===== src/verilog/sfpm_pkg.sv =====
// sfpm_pkg: shared constants and types for the flash power-mode sequencer.
// assumes a 100 MHz system clock; opcodes arrive msb first on the serial input.
package sfpm_pkg;

  // ***********************************
  // opcodes and timing
  // ***********************************
  localparam logic [7:0] OP_ENTER_SLEEP = 8'hB9;
  localparam logic [7:0] OP_RELEASE = 8'hAB;
  localparam int CLK_PERIOD_NS = 10;
  // entry and release delays are set elsewhere; plain defaults in ns
  localparam int SLEEP_ENTRY_DELAY_NS = 3000;
  localparam int SLEEP_RELEASE_DELAY_NS = 3000;
  // least times round up to whole cycles
  localparam int ENTRY_CYCLES = (SLEEP_ENTRY_DELAY_NS + CLK_PERIOD_NS - 1) / CLK_PERIOD_NS;
  localparam int RELEASE_CYCLES = (SLEEP_RELEASE_DELAY_NS + CLK_PERIOD_NS - 1) / CLK_PERIOD_NS;
  localparam int DELAY_WIDTH = 12;
  localparam logic [DELAY_WIDTH-1:0] ENTRY_LOAD = 12'(ENTRY_CYCLES);
  localparam logic [DELAY_WIDTH-1:0] RELEASE_LOAD = 12'(RELEASE_CYCLES);

  // ***********************************
  // power states
  // ***********************************
  typedef enum logic [2:0] {
    ST_ACTIVE = 3'b000,
    ST_STANDBY = 3'b001,
    ST_ENTERING = 3'b010,
    ST_SLEEP = 3'b011,
    ST_RELEASING = 3'b100
  } sfpm_state_type;

endpackage


===== src/verilog/sfpm_cmd_if.sv =====
// sfpm_cmd_if: carries a decoded opcode from the shifter to the sequencer.
// assumes one clock domain; strobe is a one-cycle pulse.
interface sfpm_cmd_if;
  logic cmdValid;
  logic [7:0] cmdCode;
  logic cmdClocked;
  modport source (output cmdValid, output cmdCode, output cmdClocked);
  modport sink (input cmdValid, input cmdCode, input cmdClocked);
endinterface


===== src/verilog/sfpm_power_seq.sv =====
// sfpm_power_seq: power-mode sequencer for a serial flash (active, standby, sleep).
// assumes the host keeps select/clock rules; busy comes from the embedded engine.

// Operation
// - Select low keeps the device active.
// - After select rises, stay active until program, erase or write work ends.
// - Enter opcode B9h with toggling clock moves standby toward deep power down.
// - Enter command is refused while write_in_progress is set.
// - In deep power down only release opcode or hardware reset act.
// - Deep power down begins after select rises and entry delay passes.
// - Release opcode ABh returns to standby after select rises and release delay.
module sfpm_power_seq (
  // clock and reset
  input wire logic sys_clk,
  input wire logic rst,
  // serial pins from host
  input wire logic chipSelect_n,
  input wire logic serialClk,
  input wire logic serialIn,
  // embedded engine status
  input wire logic programBusy,
  input wire logic eraseBusy,
  input wire logic writeBusy,
  input wire logic write_in_progress,
  // power state outputs
  output logic activeMode,
  output logic standbyMode,
  output logic deep_power_down,
  output logic sleepBusy
);

  sfpm_cmd_if cmdBus ();

  sfpm_opcode_shift shifter (
    .sys_clk(sys_clk),
    .rst(rst),
    .chipSelect_n(chipSelect_n),
    .serialClk(serialClk),
    .serialIn(serialIn),
    .cmd(cmdBus)
  );

  sfpm_pkg::sfpm_state_type state, next_state;
  logic [sfpm_pkg::DELAY_WIDTH-1:0] delayCount, next_delayCount;
  logic next_activeMode, next_standbyMode, next_sleep, next_sleepBusy;
  logic engineBusy;

  assign engineBusy = programBusy | eraseBusy | writeBusy | write_in_progress;

  // ***********************************
  // next-state logic
  // ***********************************
  always_comb begin
    next_state = state;
    next_delayCount = delayCount;
    unique case (state)
      sfpm_pkg::ST_ACTIVE: begin
        // leave only when deselected and all internal work done
        if (chipSelect_n && !engineBusy) begin
          next_state = sfpm_pkg::ST_STANDBY;
        end
        // any embedded work refuses the enter opcode, so active is never cut short
        if (cmdBus.cmdValid && cmdBus.cmdClocked && !engineBusy
            && cmdBus.cmdCode == sfpm_pkg::OP_ENTER_SLEEP) begin
          next_state = sfpm_pkg::ST_ENTERING;
          next_delayCount = sfpm_pkg::ENTRY_LOAD;
        end
      end
      sfpm_pkg::ST_STANDBY: begin
        if (!chipSelect_n) begin
          next_state = sfpm_pkg::ST_ACTIVE;
        end
        // frame end lands here: active has already dropped when select rose
        if (cmdBus.cmdValid && cmdBus.cmdClocked && !engineBusy
            && cmdBus.cmdCode == sfpm_pkg::OP_ENTER_SLEEP) begin
          next_state = sfpm_pkg::ST_ENTERING;
          next_delayCount = sfpm_pkg::ENTRY_LOAD;
        end
      end
      sfpm_pkg::ST_ENTERING: begin
        // select is high here; count down the entry delay
        if (delayCount <= 12'h001) begin
          next_state = sfpm_pkg::ST_SLEEP;
        end else begin
          next_delayCount = delayCount - 12'h001;
        end
      end
      sfpm_pkg::ST_SLEEP: begin
        // every other frame is ignored; stay asleep
        if (cmdBus.cmdValid && cmdBus.cmdClocked
            && cmdBus.cmdCode == sfpm_pkg::OP_RELEASE) begin
          next_state = sfpm_pkg::ST_RELEASING;
          next_delayCount = sfpm_pkg::RELEASE_LOAD;
        end
      end
      sfpm_pkg::ST_RELEASING: begin
        // host keeps select steady here, so no frame is tracked
        if (delayCount <= 12'h001) begin
          next_state = sfpm_pkg::ST_STANDBY;
        end else begin
          next_delayCount = delayCount - 12'h001;
        end
      end
      default: begin
        next_state = sfpm_pkg::ST_STANDBY;
      end
    endcase
    next_activeMode = (next_state == sfpm_pkg::ST_ACTIVE);
    next_standbyMode = (next_state == sfpm_pkg::ST_STANDBY);
    next_sleep = (next_state == sfpm_pkg::ST_SLEEP);
    next_sleepBusy = (next_state == sfpm_pkg::ST_ENTERING)
                     || (next_state == sfpm_pkg::ST_RELEASING);
  end

  // ***********************************
  // state registers
  // ***********************************
  always_ff @(posedge sys_clk or posedge rst) begin
    if (rst) begin
      state <= sfpm_pkg::ST_STANDBY;
      delayCount <= 12'h000;
      activeMode <= 1'b0;
      standbyMode <= 1'b1;
      deep_power_down <= 1'b0;
      sleepBusy <= 1'b0;
    end else begin
      state <= next_state;
      delayCount <= next_delayCount;
      activeMode <= next_activeMode;
      standbyMode <= next_standbyMode;
      deep_power_down <= next_sleep;
      sleepBusy <= next_sleepBusy;
    end
  end

endmodule // sfpm_power_seq


===== src/verilog/sfpm_opcode_shift.sv =====
// sfpm_opcode_shift: samples the serial input on rising serial-clock edges.
// assumes the serial clock is oversampled by sys_clk; pins are synchronous.
module sfpm_opcode_shift (
  // clock and reset
  input wire logic sys_clk,
  input wire logic rst,
  // serial pins
  input wire logic chipSelect_n,
  input wire logic serialClk,
  input wire logic serialIn,
  // decoded command
  sfpm_cmd_if.source cmd
);

  logic sckPrev, next_sckPrev;
  logic csPrev, next_csPrev;
  logic [7:0] shiftReg, next_shiftReg;
  logic [3:0] bitCount, next_bitCount;
  logic valid, next_valid;
  logic [7:0] code, next_code;
  logic clocked, next_clocked;

  // ***********************************
  // shift and frame end detection
  // ***********************************
  always_comb begin
    next_sckPrev = serialClk;
    next_csPrev = chipSelect_n;
    next_shiftReg = shiftReg;
    next_bitCount = bitCount;
    next_valid = 1'b0;
    next_code = code;
    next_clocked = clocked;
    if (!chipSelect_n && csPrev) begin
      next_bitCount = 4'h0;
      next_clocked = 1'b0;
    end else if (!chipSelect_n && serialClk && !sckPrev) begin
      next_clocked = 1'b1;
      if (bitCount < 4'h8) begin
        next_shiftReg = {shiftReg[6:0], serialIn}; // msb first
        next_bitCount = bitCount + 4'h1;
      end
    end
    // flag every select rise; the code is kept only after a whole opcode, else 00
    if (chipSelect_n && !csPrev) begin
      next_valid = 1'b1;
      next_code = (bitCount == 4'h8) ? shiftReg : 8'h00;
    end
  end

  always_ff @(posedge sys_clk or posedge rst) begin
    if (rst) begin
      sckPrev <= 1'b0;
      csPrev <= 1'b1;
      shiftReg <= 8'h00;
      bitCount <= 4'h0;
      valid <= 1'b0;
      code <= 8'h00;
      clocked <= 1'b0;
    end else begin
      sckPrev <= next_sckPrev;
      csPrev <= next_csPrev;
      shiftReg <= next_shiftReg;
      bitCount <= next_bitCount;
      valid <= next_valid;
      code <= next_code;
      clocked <= next_clocked;
    end
  end

  assign cmd.cmdValid = valid;
  assign cmd.cmdCode = code;
  assign cmd.cmdClocked = clocked;

endmodule // sfpm_opcode_shift


===== config.mk =====
export PLATFORM = sky130hd
export DESIGN_NAME = sfpm_power_seq
export DESIGN_NICKNAME = d
export VERILOG_FILES = /design/src/verilog/sfpm_pkg.sv /design/src/verilog/sfpm_cmd_if.sv /design/src/verilog/sfpm_power_seq.sv /design/src/verilog/sfpm_opcode_shift.sv
export SDC_FILE = /design/constraint.sdc
export NUM_CORES = 1
export LEC_CHECK = 0
export ABC_CLOCK_PERIOD_IN_PS = 2500
export BUFFER_PORTS_ARGS = -buffer_cell sky130_fd_sc_hd__clkbuf_2
export CORE_MARGIN = 4
export CORE_UTILIZATION = 59
export CTS_CLUSTER_DIAMETER = 60
export DETAILED_ROUTE_END_ITERATION = 8
export PLACE_DENSITY = 0.78
export SYNTH_ARGS = -nofsm -noshare
export SYNTH_HDL_FRONTEND = slang
export SYNTH_SLANG_ARGS = --single-unit
export TNS_END_PERCENT = 30

===== constraint.sdc =====
create_clock -name sys_clk -period 2.5 [get_ports sys_clk]
set_clock_uncertainty 0.05 [all_clocks]
set_input_delay 0.25 -clock sys_clk [delete_from_list [all_inputs] [get_ports sys_clk]]
set_output_delay 0.25 -clock sys_clk [all_outputs]
set_load 0.01 [all_outputs]

==> results.md, run 1 <==
- Die ar.: 4464 um^2
- Max IR drop VDD: 0.4204 mV
- HPWL after detailed placement: 2563 um
- Initial core utilization: 0.6115
- Crit Path Class: reg -> reg
- Hold path startpoint: serialIn
- Critical path startpoint: delayCount[1]
- YS warnings: 0
- Final non-filler cell total: 249
- GRT Total Usage: 0.1909
- Cell Area, Synth: 2041 um^2
- Layout cell share with drive strength beyond 1: 0.2562
- FF-to-FF Start: delayCount[1]
- Sink Count: 43
- DRC: 0
- CP most frequent cell: nor3_1
- PD cells: 614.1 nW/um^2
- Leak: 0.001013 uW
- Port Buffers: 12
- Setup bufs post-CTS: 0
- Hold Path Depth: 2
- Row count: 21
- Reg2reg end: delayCount[10]
- Vias in the first global route: 1480
- Post-Syn Nets: 194
- Unrepaired setup endpoints after global routing: no
- CTS tree: done
- Clock slew at reported path FFs: 0.13 ns
- Initial antenna violation count: 0
- Critical path launch point type: flip-flop
- Wl on met1: 1556 um
- CP endpoint kind: flip-flop
- Status: complete, no violations
- Max layer used: met4
- Dpl ws: 0.1647 ns
- Chip Height: 66.81 um
- Slowest CP cell: or3b_2
- Slowest stage delay, CP: 0.48 ns
- Worst-case hold path end point: shifter.shiftReg[0]
- Die width: 66.81 um
- Avg Vias per Cell: 5.807
- Final period util: 0.9214
- Routed met2 length: 1858 um
- Root Driver: clkbuf_4
- Crit path DAT: 2.50 ns
- I/O pin cnt: 13
- GP Congestion: 0.8192
- Sequential-to-total area share from yosys stat: 0.5291
- Antenna diodes: 0
- Top FF cell, synth: dfrtp_1
- Synth unique cells: 41
- Async S/R FF share, synth: 1.000
- Largest net degree at the start of global routing: 44
- Crit path time final: 2.303 ns
- Relative slew slack: 0.6461
- First-pass GRT wire length: 6423 um
- Worst reg2reg setup slack: 0.20 ns
- Post-synth EDFFs: 0
- Initial drt markers: 135
- Grt total ovfl: 0
- Setup violators final: 0
- Cell count after synthesis: 181
- Final Worst Setup Slack: 0.1966 ns
- FF-to-FF path depth: 8
- Via count: 1446
- Max-cap violations: 0
- CP max FO: 5
- Pins Over Slew Limit: 0
- Core footprint: 3337 um^2
- Drt wl/cell: 14.46 um
- Worst slew pin tran: 0.5268 ns
- Clk_lat worst skew: 0.36 ns
- Fmax: 434.1 MHz
- Dpl cells: 238
- Crit-path cells: inv_1 -> ha_1 -> or3b_2 -> or3_1 -> nor3_1 -> nor2_1 -> nor3_1 -> o22ai_1
- Synthesized flop and latch total: 43
- Post-DRT Antenna Nets: 0
- Avg Cell Area, Syn: 11.27 um^2
- TNS Setup: 0 ns
- Worst hold path class: in -> reg
- CTS max path bufs: 2
- # H-tree levels: 2
- Drt total wl: 3601 um
- Fin. Hold Viols: 0
- Routed wl met3: 98 um
- Final-stage net count: 215
- Synthesis-to-finish area growth: 10.18%
- Num CTS Buffers: 5
- Worst EP required: 2.69 ns
- TritonRoute pass-1 iters: 4
==> sequential cells by signal, indices dropped and copies added, names as in the netlist <==
signal,flops
activeMode,1
deep_power_down,1
delayCount,12
shifter.bitCount,4
shifter.cmd.cmdClocked,1
shifter.cmd.cmdCode,8
shifter.cmd.cmdValid,1
shifter.csPrev,1
shifter.sckPrev,1
shifter.shiftReg,8
sleepBusy,1
standbyMode,1
state,3
==> worst max-delay path: cells and delay by family (launching register included) <==
| kind | cells | cell delay [ns] |
|---|---|---|
| AND/OR/NAND/NOR | 5 | 1.32 |
| flip-flops | 1 | 0.44 |
| adder cells (fa/ha/maj) | 1 | 0.20 |
| buffers and inverters | 1 | 0.09 |
| AO/OA/AOI/OAI | 1 | 0.09 |
==> final cells by class <==
cell class,count,area (um^2)
Fill cell,259,1089
Sequential cell,43,1080
Inverter,12,45.04
Clock buffer,5,37.54
Timing Repair Buffer,20,127.6
Clock inverter,3,15.01
Multi-Input combinational cell,120,885.9
Tap cell,46,57.56
==> timing repair <==
| item | 4_1_cts | 5_1_grt |
|---|---|---|
| hold buffers | 3 | 0 |
| endpoints found under the hold margin | 42 | 0 |
| setup endpoints to repair | 0 | 4 |
| gates resized for setup | 0 | 1 |
==> worst max-delay path by stage <==
stage / endpoint / slack (ns) / depth (start not counted)
2_1_floorplan: delayCount[10] / 0.38 / 8
3_3_place_gp: delayCount[8] / 0.21 / 6
3_5_place_dp: delayCount[8] / 0.16 / 6
4_1_cts: delayCount[3] / 0.14 / 6
5_1_grt: delayCount[10] / 0.03 / 8
6_report: delayCount[10] / 0.20 / 8
==> per-stage QoR <==
stage	hold WS [ns]	total power, uW	util	instance area, um^2
detailed placement	0.3270	1067	0.6483	2163
global placement	0.3175	1050	0.6483	2163
global route	0.08311	1462	0.6738	2248
CTS	0.06930	1397	0.6730	2246
floorplan	0.2045	997.1	-	2041
finish	0.08112	1381	0.6738	2248
==> layout by cell type (no fill, tap or decap), types with 2 or more instances in the layout <==
| cell | n |
|---|---|
| nor2_1 | 14 |
| nor3b_1 | 2 |
| or3_1 | 2 |
| clkbuf_4 | 5 |
| clkbuf_2 | 12 |
| buf_4 | 5 |
| o31ai_2 | 5 |
| nor2b_1 | 5 |
| a21oi_1 | 5 |
| dfstp_2 | 3 |
| o41ai_1 | 3 |
| mux2_2 | 9 |
| and2_1 | 2 |
| nand2_1 | 8 |
| dfrtp_1 | 40 |
| inv_1 | 12 |
| o21ai_0 | 9 |
| a22o_1 | 9 |
| o21ai_2 | 2 |
| nor3_1 | 9 |
| nand4b_1 | 2 |
| o31ai_1 | 9 |
| clkinv_2 | 3 |
| nand2b_1 | 3 |
| ha_1 | 4 |
| dlygate4sd3_1 | 3 |
==> synthesized netlist by cell type, types with 2 or more instances <==
library cell | instances | area share
or2_1 | 2 | 0.0061
and2_1 | 2 | 0.0061
clkbuf_1 | 3 | 0.0055
o31ai_2 | 5 | 0.031
nand4b_1 | 2 | 0.0086
nand2_1 | 8 | 0.015
ha_1 | 4 | 0.025
o21ai_2 | 2 | 0.0086
dfstp_2 | 3 | 0.039
o31ai_1 | 9 | 0.033
buf_2 | 2 | 0.0049
o41ai_1 | 3 | 0.013
nor3b_1 | 2 | 0.0074
a21oi_1 | 5 | 0.012
nor3_1 | 9 | 0.022
nor2_1 | 14 | 0.026
o21ai_0 | 9 | 0.022
mux2_2 | 9 | 0.050
inv_1 | 12 | 0.022
dfrtp_1 | 40 | 0.49
a22o_1 | 9 | 0.039
nor2b_1 | 5 | 0.015
or3_1 | 2 | 0.0061
nand2b_1 | 3 | 0.0092
==> metal layers <==
metal / vias to the layer above / global-route usage
li1: 701 / -
met1: 708 / 0.2201
met2: 28 / 0.3304
met3: 9 / 0.04047
met4: 0 / 0.09898
met5: - / 0
==> cells by family after synthesis <==
group                      Yosys count  share of synthesized area
AOI/OAI and AO/OA                   50                     0.1974
xor gates and xnor gates             1                   0.004293
adders and majority gates            4                    0.02453
buffers and inverters               18                    0.03801
DFF                                 43                     0.5291
muxes                                9                    0.04966
and+or+nand+nor                     56                     0.1570
==> power by group <==
group	internal, uW	switching (uW)
registers	773	74.2
clock network	105	221
logic	102	106
(Power assumes the default switching activity.)
==> run 2, diff against run 1 <==
--- a/config.mk
+++ b/config.mk
@@ -11,6 +11,7 @@
 export CORE_UTILIZATION = 59
 export CTS_CLUSTER_DIAMETER = 60
 export DETAILED_ROUTE_END_ITERATION = 8
+export MAX_ROUTING_LAYER = met4
 export PLACE_DENSITY = 0.78
 export SYNTH_ARGS = -nofsm -noshare
 export SYNTH_HDL_FRONTEND = slang
==> run 2 against run 1 <==
  * Sequential cell count stayed put
  * Via count hardly changed
  * Cell count stayed put
  * Die area stayed put
  * Setup slack better by 0.0028 ns
  * Largest cell class unchanged
  * Largest power group unchanged
  * Highest routed layer unchanged
==> results.md, run 2 (synthesis gave the netlist of run 1 again) <==
- CP most frequent cell: nor3_1
- Layout Utilization: 0.6738 (unchanged)
- Num CTS Buffers: 5 (unchanged)
- Drt total wl: 3594 um (-0.19%)
- First-pass GRT wire length: 6430 um (+0.11%)
- Initial drt markers: 97 (-28%)
- Relative slew slack: 0.6352 (-0.01084)
- DRC: 0 (unchanged)
- Grt total ovfl: 0 (unchanged)
- Clk_lat worst skew: 0.36 ns (about the same)
- Crit path time final: 2.301 ns (-0.002778 ns)
- CP endpoint kind: flip-flop
- Buf/Inv on CP: 1 (unchanged)
- PD cells: 614.5 nW/um^2 (about the same)
- Max IR drop VDD: 0.4204 mV (about the same)
- Slowest CP cell: or3b_2
- Sink Count: 43 (unchanged)
- Leak: 0.001013 uW (unchanged)
- Fmax: 434.7 MHz (+0.12%)
- Crit-path cells: inv_1 -> ha_1 -> or3b_2 -> or3_1 -> nor3_1 -> nor2_1 -> nor3_1 -> o22ai_1
- Final-stage net count: 215 (unchanged)
- Max-cap violations: 0 (unchanged)
- Worst EP required: 2.69 ns (about the same)
- Most common cell after layout, fill and taps aside: dfrtp_1
- Worst slew pin tran: 0.5430 ns (+0.01614 ns)
- I/O pin cnt: 13 (unchanged)
- Crit path DAT: 2.50 ns (about the same)
- Final period util: 0.9203 (-0.001111)
- Pwr Total: 1382 uW (about the same)
- Most frequent cells in the layout: dfrtp_1, nor2_1, inv_1, clkbuf_2
- TritonRoute pass-1 iters: 4 (unchanged)
- Initial core utilization: 0.6115 (unchanged)
- Most flop-heavy register: delayCount
- Antenna diodes: 0 (unchanged)
- CTS max path bufs: 2 (unchanged)
- # H-tree levels: 2 (unchanged)
- Drt wl/cell: 14.43 um (-0.19%)
- CTS tree: done
- Pins Over Slew Limit: 0 (unchanged)
- Root Driver: clkbuf_4
- Worst path top cell family by delay: simple AND/OR/NAND/NOR gates
- Unrepaired setup endpoints after global routing: no
- Vias in the first global route: 1479 (-0.068%)
- Synthesis-to-finish area growth: 10.18% (unchanged)
- Slowest stage delay, CP: 0.48 ns (about the same)
- Setup bufs post-CTS: 0 (unchanged)
- Setup violators final: 0 (unchanged)
- Largest net degree at the start of global routing: 44 (unchanged)
- Max reg flops: 12 (unchanged)
- WHS: 0.08136 ns (+0.0002356 ns)
- Chip Height: 66.81 um (unchanged)
- Via count: 1445 (-0.069%)
- TNS Setup: 0 ns (unchanged)
- Port Buffers: 12 (unchanged)
- Die ar.: 4464 um^2 (unchanged)
- Core footprint: 3337 um^2 (unchanged)
- Die width: 66.81 um (unchanged)
- HPWL after detailed placement: 2563 um (unchanged)
- Crit Path Class: reg -> reg
- Layout cell share with drive strength beyond 1: 0.2562 (unchanged)
- CP max FO: 5 (unchanged)
- Worst hold path class: in -> reg
- GRT Total Usage: 0.1960 (+0.005093)
- Critical path launch point type: flip-flop
- Avg Vias per Cell: 5.803 (about the same)
- Post-DRT Antenna Nets: 0 (unchanged)
- Initial antenna violation count: 0 (unchanged)
- Row count: 21 (unchanged)
- Clock slew at reported path FFs: 0.13 ns (about the same)
- GP Congestion: 0.8314 (+1.5%)
- Fin. Hold Viols: 0 (unchanged)
- Status: complete, no violations
## run 2: cell counts in the layout (fill, tap and decap cells not counted)
No cell type changed its count.
## run 2: per-stage QoR
stage / cells / instance area (um^2) / setup slack, ns
final: 249 / 2248 / 0.1994
after global routing: 249 / 2248 / 0.02549
after detailed placement: 238 / 2163 / 0.1647
after floorplan: 181 / 2041 / 0.3810
after global placement: 238 / 2163 / 0.2087
after CTS: 249 / 2246 / 0.1355
## run 2: final timing paths
path / start / to / slack, ns / depth (start not counted)
worst max-delay path: delayCount[1] / delayCount[10] / 0.20 / 8
max in group asynchronous: rst / standbyMode / 1.54 / 4
min in group asynchronous: rst / delayCount[8] / 0.48 / 4
worst max register to register: delayCount[1] / delayCount[10] / 0.20 / 8
worst min register to register: shifter.shiftReg[7] / shifter.cmd.cmdCode[7] / 0.45 / 1
worst min-delay path: serialIn / shifter.shiftReg[0] / 0.08 / 2
## run 2: layer usage
metal	part of all wire	vias up	global-route usage
met5	0	-	-
met4	0.028	0	0.09898
met3	0.028	13	0.04047
met2	0.51	31	0.3304
met1	0.43	701	0.2201
li1	-	700	-
## run 2: area by class of cell
cell class | instances | area, um^2
Sequential cell | 43 | 1080
Tap cell | 46 | 57.56
Fill cell | 259 | 1089
Timing Repair Buffer | 20 | 127.6
Clock buffer | 5 | 37.54
Multi-Input combinational cell | 120 | 885.9
Clock inverter | 3 | 15.01
Inverter | 12 | 45.04
## run 2: worst reg2reg max path: stages (launching register included)
cell	delay, ns
dfrtp_1	0.44
inv_1	0.09
ha_1	0.20
or3b_2	0.48
or3_1	0.39
nor3_1	0.22
nor2_1	0.07
nor3_1	0.16
o22ai_1	0.09
## run 2: report_power, final
group / internal, uW / switching [uW]
logic: 102 / 106
clock network: 105 / 222
registers: 773 / 74.0
total: 980 / 402
## run 2: repair_timing
item | CTS | global route
hold buffers | 3 | 0
gates resized for setup | 0 | 1
setup endpoints to repair | 0 | 4
hold endpoints to repair | 42 | 0
